File: src/hdl/pmtb_map.svh
// Register offsets, field positions, reset values and keys of the PWM time base.
// Assumes a 32-bit register port with word-aligned byte addresses.
`ifndef PMTB_MAP_SVH
`define PMTB_MAP_SVH

`define PMTB_ADDR_PERIOD    8'h00
`define PMTB_ADDR_COMPARE   8'h04
`define PMTB_ADDR_COUNT     8'h08
`define PMTB_ADDR_KEY       8'h0c
`define PMTB_ADDR_OUTCTL    8'h10
`define PMTB_ADDR_DUTY      8'h14
`define PMTB_ADDR_STATUS    8'h18

`define PMTB_KEY_FIRST      16'habcd
`define PMTB_KEY_SECOND     16'h4321

`define PMTB_RESET_PERIOD   16'hffff
`define PMTB_RESET_COMPARE  16'h0000
`define PMTB_RESET_OUTCTL   16'h0000
`define PMTB_RESET_DUTY     16'h0000

`define PMTB_STATUS_UNLOCK  0
`define PMTB_STATUS_LOCKCFG 1
`define PMTB_STATUS_REJECT  2

`endif

File: src/hdl/pmtb_pkg.sv
// Types shared by the PWM master time base files.
// Assumes the map header supplies the numeric constants.
`default_nettype none
package pmtb_pkg;
    typedef logic [7:0]  pmtb_addr_type;
    typedef logic [31:0] pmtb_word_type;
    typedef logic [15:0] pmtb_half_type;
    typedef enum logic [1:0] {
        pmtb_key_idle,
        pmtb_key_half,
        pmtb_key_open
    } pmtb_key_state_type;
endpackage
`default_nettype wire

File: src/hdl/pmtb_counter.sv
// Master time base counter with period wrap and compare match.
// Assumes period and compare come from registers on the same clock.
`timescale 1ns/100ps
`default_nettype none
module pmtb_counter (
    input  wire logic                   clk,
    input  wire logic                   reset,
    input  wire pmtb_pkg::pmtb_half_type period,
    input  wire pmtb_pkg::pmtb_half_type compare,
    output var  pmtb_pkg::pmtb_half_type count,
    output var  logic                   match
);
    import pmtb_pkg::*;

    // One PWM clock is one system clock here, so each count lasts one system clock.
    always_ff @(posedge clk) begin
        if (reset) begin
            count <= 16'h0000;
        end else if (count >= period) begin
            count <= 16'h0000;
        end else begin
            count <= count + 16'h0001;
        end
    end

    always_ff @(posedge clk) begin
        if (reset) begin
            match <= 1'b0;
        end else begin
            match <= (count == compare);
        end
    end
endmodule // pmtb_counter
`default_nettype wire

File: src/hdl/pmtb_timebase.sv
// PWM master time base with special event trigger and output-control lock.
// Assumes a single-cycle register port and a lock option pin from the
// configuration word, stable after reset.
//
// The implementer's own choices: the strobed register port and the register addresses.
`timescale 1ns/100ps
`default_nettype none
`include "pmtb_map.svh"
module pmtb_timebase (
    input  wire logic                   clk,
    input  wire logic                   reset,
    input  wire pmtb_pkg::pmtb_addr_type address,
    input  wire pmtb_pkg::pmtb_word_type write_data,
    input  wire logic                   write_strobe,
    input  wire logic                   read_strobe,
    input  wire logic                   lock_option_present,
    input  wire logic                   output_lock_config_bit,
    output var  pmtb_pkg::pmtb_word_type read_data,
    output var  logic                   special_event_trigger,
    output var  pmtb_pkg::pmtb_half_type output_control_regs,
    output var  pmtb_pkg::pmtb_half_type primary_duty_cycle
);
    import pmtb_pkg::*;

    pmtb_half_type      time_base_period;
    pmtb_half_type      special_event_compare;
    pmtb_half_type      master_time_count;
    pmtb_key_state_type key_state;
    logic               compare_match;
    logic               lock_meta;
    logic               lock_sync;
    logic               present_meta;
    logic               present_sync;
    logic               reject_flag;
    logic               access;
    logic               key_write;
    logic               outctl_write;
    logic               locked;

    function automatic logic hit(input pmtb_addr_type a,
                                 input pmtb_addr_type r);
        hit = (a == r);
    endfunction

    // Configuration pins come from outside the clock domain.
    always_ff @(posedge clk) begin
        if (reset) begin
            lock_meta    <= 1'b0;
            lock_sync    <= 1'b0;
            present_meta <= 1'b0;
            present_sync <= 1'b0;
        end else begin
            lock_meta    <= output_lock_config_bit;
            lock_sync    <= lock_meta;
            present_meta <= lock_option_present;
            present_sync <= present_meta;
        end
    end

    assign access       = write_strobe | read_strobe;
    assign key_write    = write_strobe & present_sync
                        & hit(address, `PMTB_ADDR_KEY);
    assign outctl_write = write_strobe & hit(address, `PMTB_ADDR_OUTCTL);
    // Lock applies only when the option exists and the bit is zero.
    assign locked       = present_sync & ~lock_sync;

    pmtb_counter u_counter (
        .clk     (clk),
        .reset   (reset),
        .period  (time_base_period),
        .compare (special_event_compare),
        .count   (master_time_count),
        .match   (compare_match)
    );

    always_ff @(posedge clk) begin
        if (reset) begin
            special_event_trigger <= 1'b0;
        end else begin
            special_event_trigger <= compare_match;
        end
    end

    always_ff @(posedge clk) begin
        if (reset) begin
            time_base_period      <= `PMTB_RESET_PERIOD;
            special_event_compare <= `PMTB_RESET_COMPARE;
            primary_duty_cycle    <= `PMTB_RESET_DUTY;
        end else if (write_strobe) begin
            if (hit(address, `PMTB_ADDR_PERIOD)) begin
                time_base_period <= write_data[15:0];
            end
            if (hit(address, `PMTB_ADDR_COMPARE)) begin
                special_event_compare <= write_data[15:0];
            end
            if (hit(address, `PMTB_ADDR_DUTY)) begin
                primary_duty_cycle <= write_data[15:0];
            end
        end
    end

    // Unlock sequence: any access in the open state leaves it, so the protected
    // write only lands as the very next access after the second key.
    always_ff @(posedge clk) begin
        if (reset) begin
            key_state <= pmtb_key_idle;
        end else if (access) begin
            case (key_state)
                pmtb_key_idle: begin
                    if (key_write && write_data[15:0] == `PMTB_KEY_FIRST) begin
                        key_state <= pmtb_key_half;
                    end
                end
                pmtb_key_half: begin
                    if (key_write && write_data[15:0] == `PMTB_KEY_SECOND) begin
                        key_state <= pmtb_key_open;
                    end else if (key_write &&
                                 write_data[15:0] == `PMTB_KEY_FIRST) begin
                        key_state <= pmtb_key_half;
                    end else begin
                        key_state <= pmtb_key_idle;
                    end
                end
                pmtb_key_open: begin
                    // A fresh first key starts a new sequence at once.
                    if (key_write && write_data[15:0] == `PMTB_KEY_FIRST) begin
                        key_state <= pmtb_key_half;
                    end else begin
                        key_state <= pmtb_key_idle;
                    end
                end
                default: begin
                    key_state <= pmtb_key_idle;
                end
            endcase
        end
    end

    always_ff @(posedge clk) begin
        if (reset) begin
            output_control_regs <= `PMTB_RESET_OUTCTL;
        end else if (outctl_write &&
                     (!locked || key_state == pmtb_key_open)) begin
            output_control_regs <= write_data[15:0];
        end
    end

    // Sticky record of a refused protected write; cleared by reading status.
    always_ff @(posedge clk) begin
        if (reset) begin
            reject_flag <= 1'b0;
        end else if (outctl_write && locked && key_state != pmtb_key_open) begin
            reject_flag <= 1'b1;
        end else if (read_strobe && hit(address, `PMTB_ADDR_STATUS)) begin
            reject_flag <= 1'b0;
        end
    end

    always_ff @(posedge clk) begin
        if (reset) begin
            read_data <= 32'h0000_0000;
        end else if (read_strobe) begin
            case (address)
                `PMTB_ADDR_PERIOD:  read_data <= {16'h0000, time_base_period};
                `PMTB_ADDR_COMPARE: read_data <= {16'h0000,
                                                  special_event_compare};
                `PMTB_ADDR_COUNT:   read_data <= {16'h0000,
                                                  master_time_count};
                `PMTB_ADDR_KEY:     read_data <= 32'h0000_0000;
                `PMTB_ADDR_OUTCTL:  read_data <= {16'h0000,
                                                  output_control_regs};
                `PMTB_ADDR_DUTY:    read_data <= {16'h0000, primary_duty_cycle};
                `PMTB_ADDR_STATUS: begin
                    read_data <= 32'h0000_0000;
                    read_data[`PMTB_STATUS_UNLOCK]  <=
                        (key_state == pmtb_key_open);
                    read_data[`PMTB_STATUS_LOCKCFG] <= locked;
                    read_data[`PMTB_STATUS_REJECT]  <= reject_flag;
                end
                default: read_data <= 32'h0000_0000;
            endcase
        end else begin
            read_data <= 32'h0000_0000;
        end
    end
endmodule // pmtb_timebase
`default_nettype wire

File: config.mk
export PLATFORM = sky130hd
export DESIGN_NAME = pmtb_timebase
export DESIGN_NICKNAME = d
export VERILOG_FILES = /design/src/hdl/pmtb_pkg.sv /design/src/hdl/pmtb_counter.sv /design/src/hdl/pmtb_timebase.sv
export VERILOG_INCLUDE_DIRS = /design/src /design/src/hdl
export SDC_FILE = /design/constraint.sdc
export NUM_CORES = 1
export LEC_CHECK = 0
export ABC_AREA = 1
export BUFFER_PORTS_ARGS = -buffer_cell sky130_fd_sc_hd__buf_2
export CAP_MARGIN = 20
export CORE_MARGIN = 2
export CORE_UTILIZATION = 50
export DETAILED_ROUTE_END_ITERATION = 10
export MAX_ROUTING_LAYER = met4
export PLACE_DENSITY = 0.76
export SYNTH_ARGS = -nofsm -noshare
export SYNTH_HDL_FRONTEND = slang
export SYNTH_SLANG_ARGS = --single-unit
File: constraint.sdc
create_clock -name clk -period 3.7 [get_ports clk]
set_input_delay 0.555 -clock clk [delete_from_list [all_inputs] [get_ports clk]]
set_output_delay 0.555 -clock clk [all_outputs]
set_load 0.1 [all_outputs]
==> metrics.yaml, run 1 <==
worst_setup_path:
  worstReg2RegStart: "u_counter.count[0]"
  cp.arrival_ns: 2.46
  cp_cell_sequence: "buf_2 > inv_1 > nand2_1 > nor3_4 > nand2_2 > nor3_2 > inv_2 > nand2_1 > nand2_1 > nor2_1"
  critPathLaunchType: "input port"
  cp-end-kind: "register"
  cp_num_buf_inv: 3
  cp-startpoint: "address[6]"
  max_stage_delay_ns: 0.48
  cp_top_family: "simple AND/OR/NAND/NOR gates"
  critPathSlowestCell: "nor3_4"
  crit_type: "in -> reg"
  worstPathRequired_ns: 4.01
  critPathMaxFanout: 32
  cp_common_cell: "nand2_1"
yosys:
  synthCells: 752
  syn_avg_cell_area_sq_um: 7.10
  synth_area_leader_cell: "dfxtp_1"
  synthFlopType: "dfxtp_1"
  synth_edf_count: 0
  yosysSeqAreaShare: 0.393
  synth_cell_types: 34
  ys_warn_count: 0
  synth-seq-cells: 105
  synth_most_common_cell: "nand2_1"
  yosysTopAreaCellShare: 0.393
  syn_area_sq_um: 5340
  synth_area_leaders: "dfxtp_1, nand2_1, inv_1"
  netlist_top_cells_count: "nand2_1, inv_1, nor2_1"
  synthArstFlopShare: 0
pwr:
  power.leakage_uw: 0.00278
  ir_drop_mv: 0.254
  power_density_nw_per_um2: 366
flow_run:
  max_cap_viol_count: 0
finish:
  nFillCells: 1002
  drive_gt1_frac: 0.142
  utilization: 0.574
  area_delta_synth_final_pct: 11.4
  n_antenna_cell: 0
  nNetsFinal: 880
  stdcell_count: 958
clock_tree:
  clkSinkCount: 105
  cts_root_buf: "clkbuf_8"
  insertion_delay_ns: 0.38
  postCtsSetupRepairBufs: 0
  cts_tree: "built"
  cts.hold.buffers_added: 0
  clk_pin_slew_ns: 0.11
  htree_levels: 3
  cts.repair.resized: 0
  cts_buffer_depth: 2
  numCtsBuffers: 9
route:
  routedWlPerCell_um: 14.6
  drt_iter0_markers: 319
  routed_wl_mm: 14.0
  via_count: 4956
  post_drt_via_cell_ratio: 5.17
  drt_pass1_iterations: 6
  drc: 0
  ant_nets: 0
global_route:
  grt_pass1_vias: 4670
  antenna_found_initial: 0
  grt_max_degree: 64
  globalRouteTotalUtil: 0.259
  grt_overflow: 0
  grt_pass1_wl_mm: 22.6
sta:
  rsz0062_at_grt: "false"
  fmax_ghz: 0.466
  max_slew_margin: 0.499
  tightest_slew_ns: 0.749
  fin_crit_sh: 0.580
  period_minus_slack_ns: 2.15
  finalSetupViolCount: 0
  finalSetupTns_ns: 0
  slew_violations: 0
  hold_viol: 0
  fin_skew_ns: 0.0168
floorplan:
  die_x_um: 107
  core_sq_um: 10400
  initial_core_util: 0.515
  placementRows: 37
  die_y_um: 107
  dieArea_sq_um: 11500
  ios: 111
hold_path:
  hp-class: "in -> reg"
  min_from: "lock_option_present"
placement:
  place_inst: 942
  numPortBuffers: 78
  post-dp-hpwl_mm: 9.96
  gp_congestion: 0.892
status:
  outcome: "finished clean"
[layout by cell type (no fill, tap or decap), drive strengths merged]
| master | count |
|---|---|
| nand2 | 131 |
| inv | 126 |
| nor2 | 124 |
| dfxtp | 105 |
| buf | 81 |
| o21ai | 42 |
| a21oi | 40 |
| nand3 | 38 |
| o211ai | 30 |
| ha | 17 |
| conb | 16 |
| xor2 | 15 |
| o22ai | 14 |
| nor3 | 11 |
| clkbuf | 10 |
| nand4 | 5 |
| a211oi | 4 |
| xnor2 | 3 |
| o2111ai | 3 |
| clkinv | 3 |
| bufinv | 2 |
| nand3b | 1 |
| o21a | 1 |
[state kept, by name, indices dropped and copies added (netlist names)]
name	count
special_event_trigger	1
primary_duty_cycle	16
special_event_compare	16
key_state	2
u_counter.count	16
time_base_period	16
output_control_regs	16
u_counter.match	1
lock_sync	1
present_sync	1
read_data	16
reject_flag	1
lock_meta	1
present_meta	1
[per-layer routing]
metal | vias to the layer above | GRT usage | routed length (um)
met4 | 0 | 0.0888 | 369
li1 | 2484 | - | -
met5 | - | - | 0
met3 | 28 | 0.0393 | 1020
met1 | 2231 | 0.323 | 6030
met2 | 213 | 0.431 | 6610
[kinds of logic (layout without fill, tap and decap cells)]
group           count (synthesis)  in the layout  synth area share
buf+inv                       167            222             0.138
simple gates                  310            310             0.252
xor+xnor                       18             18            0.0295
fa+ha+maj                      17             17            0.0398
other cells                     1             16          0.000702
compound gates                134            134             0.147
flops                         105            105             0.393
[where the power goes]
| part | switching [uW] | internal (uW) | leakage, uW |
|---|---|---|---|
| registers | 8.07 | 1140 | 0.000848 |
| logic | 163 | 33.5 | 0.00181 |
| clock network | 423 | 409 | 0.000119 |
| total | 595 | 1580 | 0.00278 |
[layout make-up]
type,count,area (sq um),share of cell area
clock buffer,10,138,0.0231
timing repair buffer,81,413,0.0694
inverter,125,469,0.0788
tap,136,170,0.0286
clock inverter,6,97.6,0.0164
multi-input combinational,495,2560,0.430
sequential,105,2100,0.353
[final timing paths]
path,endpoint,cells past startpoint,slack [ns]
worst max-delay path,output_control_regs[7],10,1.55
worst min-delay path,present_meta,3,0.37
worst max register to register,u_counter.count[10],11,1.66
worst min register to register,lock_sync,2,0.41
[per-stage QoR]
stage / worst slack [ns] / power, uW / cell area, sq um / hold slack, ns
floorplan: 2.06 / 1330 / 5400 / 0.388
CTS: 1.56 / 2180 / 5950 / 0.374
finish: 1.55 / 2180 / 5950 / 0.367
global placement: 1.19 / 1370 / 5720 / 0.389
global route: 1.31 / 2240 / 5950 / 0.373
detailed placement: 1.16 / 1370 / 5720 / 0.395
[tightest hold or removal path: stages]
cell    delay (ns)
buf_2         0.09
inv_1         0.04
nor2_1        0.03
Note: power is estimated with default switching activity, not from simulation.
==> run 2, diff against run 1 <==
--- a/config.mk
+++ b/config.mk
@@ -13,7 +13,7 @@
 export CORE_UTILIZATION = 50
 export DETAILED_ROUTE_END_ITERATION = 10
 export MAX_ROUTING_LAYER = met4
-export PLACE_DENSITY = 0.76
+export PLACE_DENSITY = 0.79
 export SYNTH_ARGS = -nofsm -noshare
 export SYNTH_HDL_FRONTEND = slang
 export SYNTH_SLANG_ARGS = --single-unit
==> constraint.sdc (replaced) <==
create_clock -name clk -period 1.9 [get_ports clk]
set_input_delay 0.285 -clock clk [delete_from_list [all_inputs] [get_ports clk]]
set_output_delay 0.285 -clock clk [all_outputs]
set_load 0.1 [all_outputs]
==> metrics.yaml, run 2 (synthesized netlist as in run 1, its figures left out) <==
status:
  outcome: "finished clean"  # unchanged
floorplan:
  core_sq_um: 10400  # unchanged
  dieArea_sq_um: 11500  # unchanged
  initial_core_util: 0.515  # unchanged
  ios: 111  # unchanged
  die_x_um: 107  # unchanged
  die_y_um: 107  # unchanged
  placementRows: 37  # unchanged
clock_tree:
  numCtsBuffers: 9  # unchanged
  cts_tree: "built"  # unchanged
  cts.hold.buffers_added: 0  # unchanged
  clkSinkCount: 105  # unchanged
  cts_buffer_depth: 2  # unchanged
  postCtsSetupRepairBufs: 0  # unchanged
  insertion_delay_ns: 0.38  # about the same
  htree_levels: 3  # unchanged
  cts_root_buf: "clkbuf_8"  # unchanged
  clk_pin_slew_ns: 0.11  # about the same
  cts.repair.resized: 0  # unchanged
pwr:
  p_comb_frac: 0.102  # was 0.090
  p_clk_frac: 0.348  # was 0.383
  power_density_nw_per_um2: 659  # was 366 nW/um^2
  intPower_uw: 2920  # was 1580 uW
  ir_drop_mv: 0.413  # was 0.254 mV
  p_sw_uw: 1130  # was 595 uW
  total_power_uw: 4050  # was 2180 uW
  power.leakage_uw: 0.00289  # was 0.00278 uW
  netSwitchingFraction: 0.279  # was 0.273
  p_seq_frac: 0.550  # was 0.527
worst_setup_path:
  worstPathRequired_ns: 2.18  # was 4.01 ns
  rr_worst_depth: 8  # was 11
  critPathSlowestCell: "inv_2"  # was nor3_4
  cp_cell_sequence: "inv_1 > nor2_1 > nor3_1 > nor3_2 > inv_2 > nand2_1 > nand2_1 > nor2_1"  # was buf_2 > inv_1 > nand2_1 > nor3_4 > nand2_2 > nor3_2 > inv_2 > nand2_1 > nand2_1 > nor2_1
  cp_top_family: "simple AND/OR/NAND/NOR gates"  # unchanged
  cp_num_buf_inv: 2  # was 3
  crit_type: "reg -> reg"  # was in -> reg
  cp_num_cells: 8  # was 10
  cp-end-kind: "register"  # unchanged
  max_stage_delay_ns: 0.47  # was 0.48 ns
  cp.arrival_ns: 1.98  # was 2.46 ns
  critPathMaxFanout: 32  # unchanged
  critPathLaunchType: "register"  # was input port
global_route:
  grt_pass1_vias: 4846  # was 4,670
  antenna_found_initial: 0  # unchanged
  grt_max_degree: 33  # was 64
  grt_pass1_wl_mm: 24.0  # was 22.6 mm
  globalRouteTotalUtil: 0.273  # was 0.259
  grt_overflow: 0  # unchanged
sta:
  finalSetupTns_ns: 0  # unchanged
  slew_violations: 0  # unchanged
  fmax_ghz: 0.590
  finalSetupViolCount: 0  # unchanged
  fin_crit_sh: 0.891
  hold_viol: 0  # unchanged
  fin_ws_ns: 0.206  # was 1.55 ns
  max_slew_margin: 0.582  # was 0.499
  tightest_slew_ns: 0.626  # was 0.749 ns
  rsz0062_at_grt: "false"  # unchanged
  fin_skew_ns: 0.0150  # was 0.0168 ns
  period_minus_slack_ns: 1.69
route:
  via_count: 5091  # was 4,956
  routedWlPerCell_um: 14.6  # about the same
  post_drt_via_cell_ratio: 5.17  # about the same
  ant_nets: 0  # unchanged
  drc: 0  # unchanged
  routed_wl_mm: 14.3  # was 14.0 mm
  drt_pass1_iterations: 5  # was 6
  drt_iter0_markers: 243  # was 319
finish:
  drive_gt1_frac: 0.167  # was 0.142
  nNetsFinal: 906  # was 880
  final_cell_mix: "nand2_1, inv_1, nor2_1"  # unchanged
  n_antenna_cell: 0  # unchanged
  area_delta_synth_final_pct: 14.9  # was 11.4%
  postLayoutCellArea_sq_um: 6140  # was 5950 sq um
  layout_commonest_cell: "nand2_1"  # unchanged
  stdcell_count: 984  # was 958
placement:
  place_inst: 968  # was 942
  gp_congestion: 0.917  # was 0.892
  post-dp-hpwl_mm: 10.6  # was 9.96 mm
  numPortBuffers: 78  # unchanged
  placed_cell_area_sq_um: 5950  # was 5720 sq um
  post-place-ws_ns: 0.195  # was 1.16 ns
hold_path:
  hold_depth: 3  # unchanged
  hp-class: "in -> reg"  # unchanged
flow_run:
  max_cap_viol_count: 0  # unchanged
## run 2: changes by cell type in the layout (fill, tap and decap cells not counted)
cell,delta
buf_12,+3
clkbuf_1,+1
buf_4,+23
bufinv_16,-1
clkbuf_8,-1
clkinv_4,-2
inv_8,-1
inv_6,+1
clkinvlp_4,+1
clkinv_2,+2
## run 2: worst paths after layout
| kind | start | endpoint | slack, ns |
|---|---|---|---|
| worst max-delay path | key_state[1] | output_control_regs[14] | 0.21 |
| worst min-delay path | output_lock_config_bit | lock_meta | 0.1 |
| worst max register to register | key_state[1] | output_control_regs[14] | 0.21 |
| worst min register to register | lock_meta | lock_sync | 0.41 |
## run 2: metrics by stage
step,utilization,hold WS [ns]
3_5_place_dp,0.574,0.394
5_1_grt,0.592,0.109
6_report,0.592,0.0963
4_1_cts,0.592,0.0902
3_3_place_gp,0.574,0.392
2_1_floorplan,-,0.363
## run 2: cell type report
class	instances	area, sq um
clock buffer	10	128
tap	136	170
multi-input combinational	495	2560
timing repair buffer	107	646
inverter	125	469
sequential	105	2100
clock inverter	6	65.1
fill	1002	4230
## run 2: power by group through the flow
stage	combinational, uW	sequential (uW)	clock (uW)
2_1_floorplan	280	2300	0
3_3_place_gp	403	2280	0
3_5_place_dp	408	2280	0
4_1_cts	409	2230	1430
5_1_grt	442	2230	1520
6_report	412	2230	1410
## run 2: worst reg2reg max path: stages, from the launching register on
cell and delay, ns:
dfxtp_1 0.31, inv_1 0.12, nor2_1 0.09, nor3_1 0.26, nor3_2 0.09, inv_2 0.47, nand2_1 0.13, nand2_1 0.09
nor2_1 0.04
## run 2: routing by layer
metal  vias to the layer above  GRT usage  wire length [um]
li1                       2542          -                 -
met3                        34     0.0454               967
met5                         -          -                 0
met1                      2305      0.344              6300
met2                       210      0.444              6670
met4                         0     0.0952               394
==> run 3, diff against run 2 <==
--- a/config.mk
+++ b/config.mk
@@ -6,7 +6,6 @@
 export SDC_FILE = /design/constraint.sdc
 export NUM_CORES = 1
 export LEC_CHECK = 0
-export ABC_AREA = 1
 export BUFFER_PORTS_ARGS = -buffer_cell sky130_fd_sc_hd__buf_2
 export CAP_MARGIN = 20
 export CORE_MARGIN = 2
==> metrics.yaml, run 3 <==
status:
  outcome: "finished with violations"  # was finished clean
  violations: "setup timing"
pwr:
  power_density_nw_per_um2: 603  # was 659 nW/um^2
  total_power_uw: 4090  # was 4050 uW
  ir_drop_mv: 0.486  # was 0.413 mV
  power.leakage_uw: 0.00309  # was 0.00289 uW
clock_tree:
  cts_buffer_depth: 2  # unchanged
  cts.hold.buffers_added: 0  # unchanged
  insertion_delay_ns: 0.38  # about the same
  htree_levels: 3  # unchanged
  clk_pin_slew_ns: 0.11  # about the same
  cts_tree: "built"  # unchanged
  cts_root_buf: "clkbuf_8"  # unchanged
  clkSinkCount: 105  # unchanged
  numCtsBuffers: 9  # unchanged
sta:
  fmax_ghz: 0.518  # was 0.590 GHz
  slew_violations: 0  # unchanged
  max_slew_margin: 0.644  # was 0.582
  hold_viol: 0  # unchanged
  fin_crit_sh: 1.02  # was 0.891
  finalSetupViolCount: 2  # was 0
  period_minus_slack_ns: 1.93  # was 1.69 ns
  rsz0062_at_grt: "true"  # was false
  fin_skew_ns: 0.00926  # was 0.0150 ns
  fin_ws_ns: -0.0323  # was 0.206 ns
  finalSetupTns_ns: -0.0474  # was 0 ns
  tightest_slew_ns: 0.534  # was 0.626 ns
flow_run:
  max_cap_viol_count: 0  # unchanged
hold_path:
  hp-class: "in -> reg"  # unchanged
yosys:
  synthCells: 606  # was 752
  synth_top_family_by_area: "simple AND/OR/NAND/NOR gates"  # unchanged
  yosysTopAreaCellShare: 0.383  # was 0.393
  synthAdderAreaFrac: 0.0387  # was 0.0398
  synthSimpleGateAreaFrac: 0.243  # was 0.252
  synth_compound_area_frac: 0.0740  # was 0.147
  synthFlopType: "dfxtp_1"  # unchanged
  netlist_top_cells_count: "dfxtp_1, mux2i_1, nor2_1"  # was nand2_1, inv_1, nor2_1
  synth-seq-cells: 105  # unchanged
  synthXorXnorAreaFrac: 0.0478  # was 0.0295
  synthMuxAreaShare: 0.138  # was 0
  syn_avg_cell_area_sq_um: 9.07  # was 7.10 sq um
  synth_area_leader_cell: "dfxtp_1"  # unchanged
  syn_area_sq_um: 5500  # was 5340 sq um
  synth_area_leaders: "dfxtp_1, mux2i_1, nand2b_1"  # was dfxtp_1, nand2_1, inv_1
  ys_warn_count: 0  # unchanged
  synthArstFlopShare: 0  # unchanged
  synth_edf_count: 0  # unchanged
  synth_cell_types: 54  # was 34
  synth_most_common_cell: "dfxtp_1"  # was nand2_1
  yosysSeqAreaShare: 0.383  # was 0.393
placement:
  post-dp-hpwl_mm: 11.6  # was 10.6 mm
  gp_congestion: 0.947  # was 0.917
  post-place-ws_ns: -0.208  # was 0.195 ns
  place_inst: 840  # was 968
  placed_cell_area_sq_um: 6280  # was 5950 sq um
  numPortBuffers: 78  # unchanged
floorplan:
  initial_core_util: 0.509  # was 0.515
  ios: 111  # unchanged
  die_y_um: 109  # was 107 um
  die_x_um: 109  # was 107 um
  placementRows: 38  # was 37
  dieArea_sq_um: 11800  # was 11,500 sq um
  core_sq_um: 10800  # was 10,400 sq um
worst_setup_path:
  cp-end-kind: "register"  # unchanged
  critPathLaunchType: "register"  # unchanged
  critPathMaxFanout: 7  # was 32
  cp.arrival_ns: 2.22  # was 1.98 ns
  worstPathRequired_ns: 2.19  # was 2.18 ns
  crit_type: "reg -> reg"  # unchanged
finish:
  layout_commonest_cell: "dfxtp_1"  # was nand2_1
  nNetsFinal: 783  # was 906
  area_delta_synth_final_pct: 23.3  # was 14.9%
  nFillCells: 907  # was 1,002
  drive_gt1_frac: 0.290  # was 0.167
  n_antenna_cell: 0  # unchanged
  stdcell_count: 865  # was 984
  postLayoutCellArea_sq_um: 6780  # was 6140 sq um
  final_cell_mix: "dfxtp_1, buf_2, mux2i_1"  # was nand2_1, inv_1, nor2_1
route:
  routed_wl_mm: 16.1  # was 14.3 mm
  post_drt_via_cell_ratio: 5.73  # was 5.17
  via_count: 4953  # was 5,091
  routedWlPerCell_um: 18.6  # was 14.6 um
  drt_iter0_markers: 515  # was 243
  drt_pass1_iterations: 8  # was 5
  ant_nets: 0  # unchanged
  drc: 0  # unchanged
global_route:
  antenna_found_initial: 0  # unchanged
  grt_overflow: 0  # unchanged
  grt_pass1_wl_mm: 24.8  # was 24.0 mm
  grt_pass1_vias: 4706  # was 4,846
  grt_max_degree: 63  # was 33
  globalRouteTotalUtil: 0.282  # was 0.273
[run 3: cell types whose count changed after synthesis, moves of 31 or more]
| cell | change |
|---|---|
| inv_1 | -92 |
| nand2_1 | -81 |
| mux2i_1 | +76 |
| nor2_1 | -59 |
| nand2b_1 | +35 |
| nand3_1 | -31 |
[run 3: cell families (layout without fill, tap and decap cells)]
group,Yosys count,in the layout
buffers and inverters,83,187
other,1,16
AND/OR/NAND/NOR,239,239
adder cells (fa/ha/maj),17,17
XOR/XNOR,30,30
flip-flops,105,105
AO/OA/AOI/OAI,55,55
multiplexers,76,76
[run 3: power by group]
part	internal [uW]	switching [uW]	leakage [uW]
Clock	505	854	0.0000927
Sequential	2220	8.47	0.000844
Combinational	154	353	0.00215
Total	2870	1210	0.00309
[run 3: critical path, cell delays in order, from the launching register on]
cell and delay [ns]:
dfxtp_2 0.35, inv_2 0.04, ha_4 0.23, a21oi_2 0.17, o21ai_2 0.10, a2111o_1 0.49
buf_6 0.18, nor4_4 0.29
[run 3: stage by stage]
step                      hold WS [ns]   util
after floorplan                  0.406      -
after global placement           0.429  0.582
after detailed placement         0.425  0.582
after CTS                        0.111  0.614
after global routing             0.124  0.628
final                            0.120  0.628
[run 3: final timing paths]
path         depth (start not counted)                   to                    from  slack, ns
min                                  2            lock_meta  output_lock_config_bit       0.12
max reg2reg                          7  u_counter.count[10]     time_base_period[7]      -0.03
min reg2reg                          1            lock_sync               lock_meta       0.45
max                                  7  u_counter.count[10]     time_base_period[7]      -0.03
[run 3: layout make-up]
type,instances,area [sq um],share of cell area
multi-input combinational,433,3250,0.480
sequential,105,2120,0.313
timing repair buffer,143,936,0.138
tap,140,175,0.0258
clock buffer,9,124,0.0183
inverter,28,105,0.0155
clock inverter,7,62.6,0.00923
[run 3: per-layer routing]
layer	GRT usage	vias up	wire, um
met5	-	-	0
met4	0.106	0	366
met3	0.0598	35	1380
met2	0.419	231	7430
met1	0.378	2377	6920
li1	-	2310	-
[run 3: what timing repair did]
action                     in CTS  in global routing
gates cloned                    1                  1
pin swaps                       3                 12
setup buffers                   2                  5
setup endpoints to repair      16                 16
gates resized for setup        27                 28
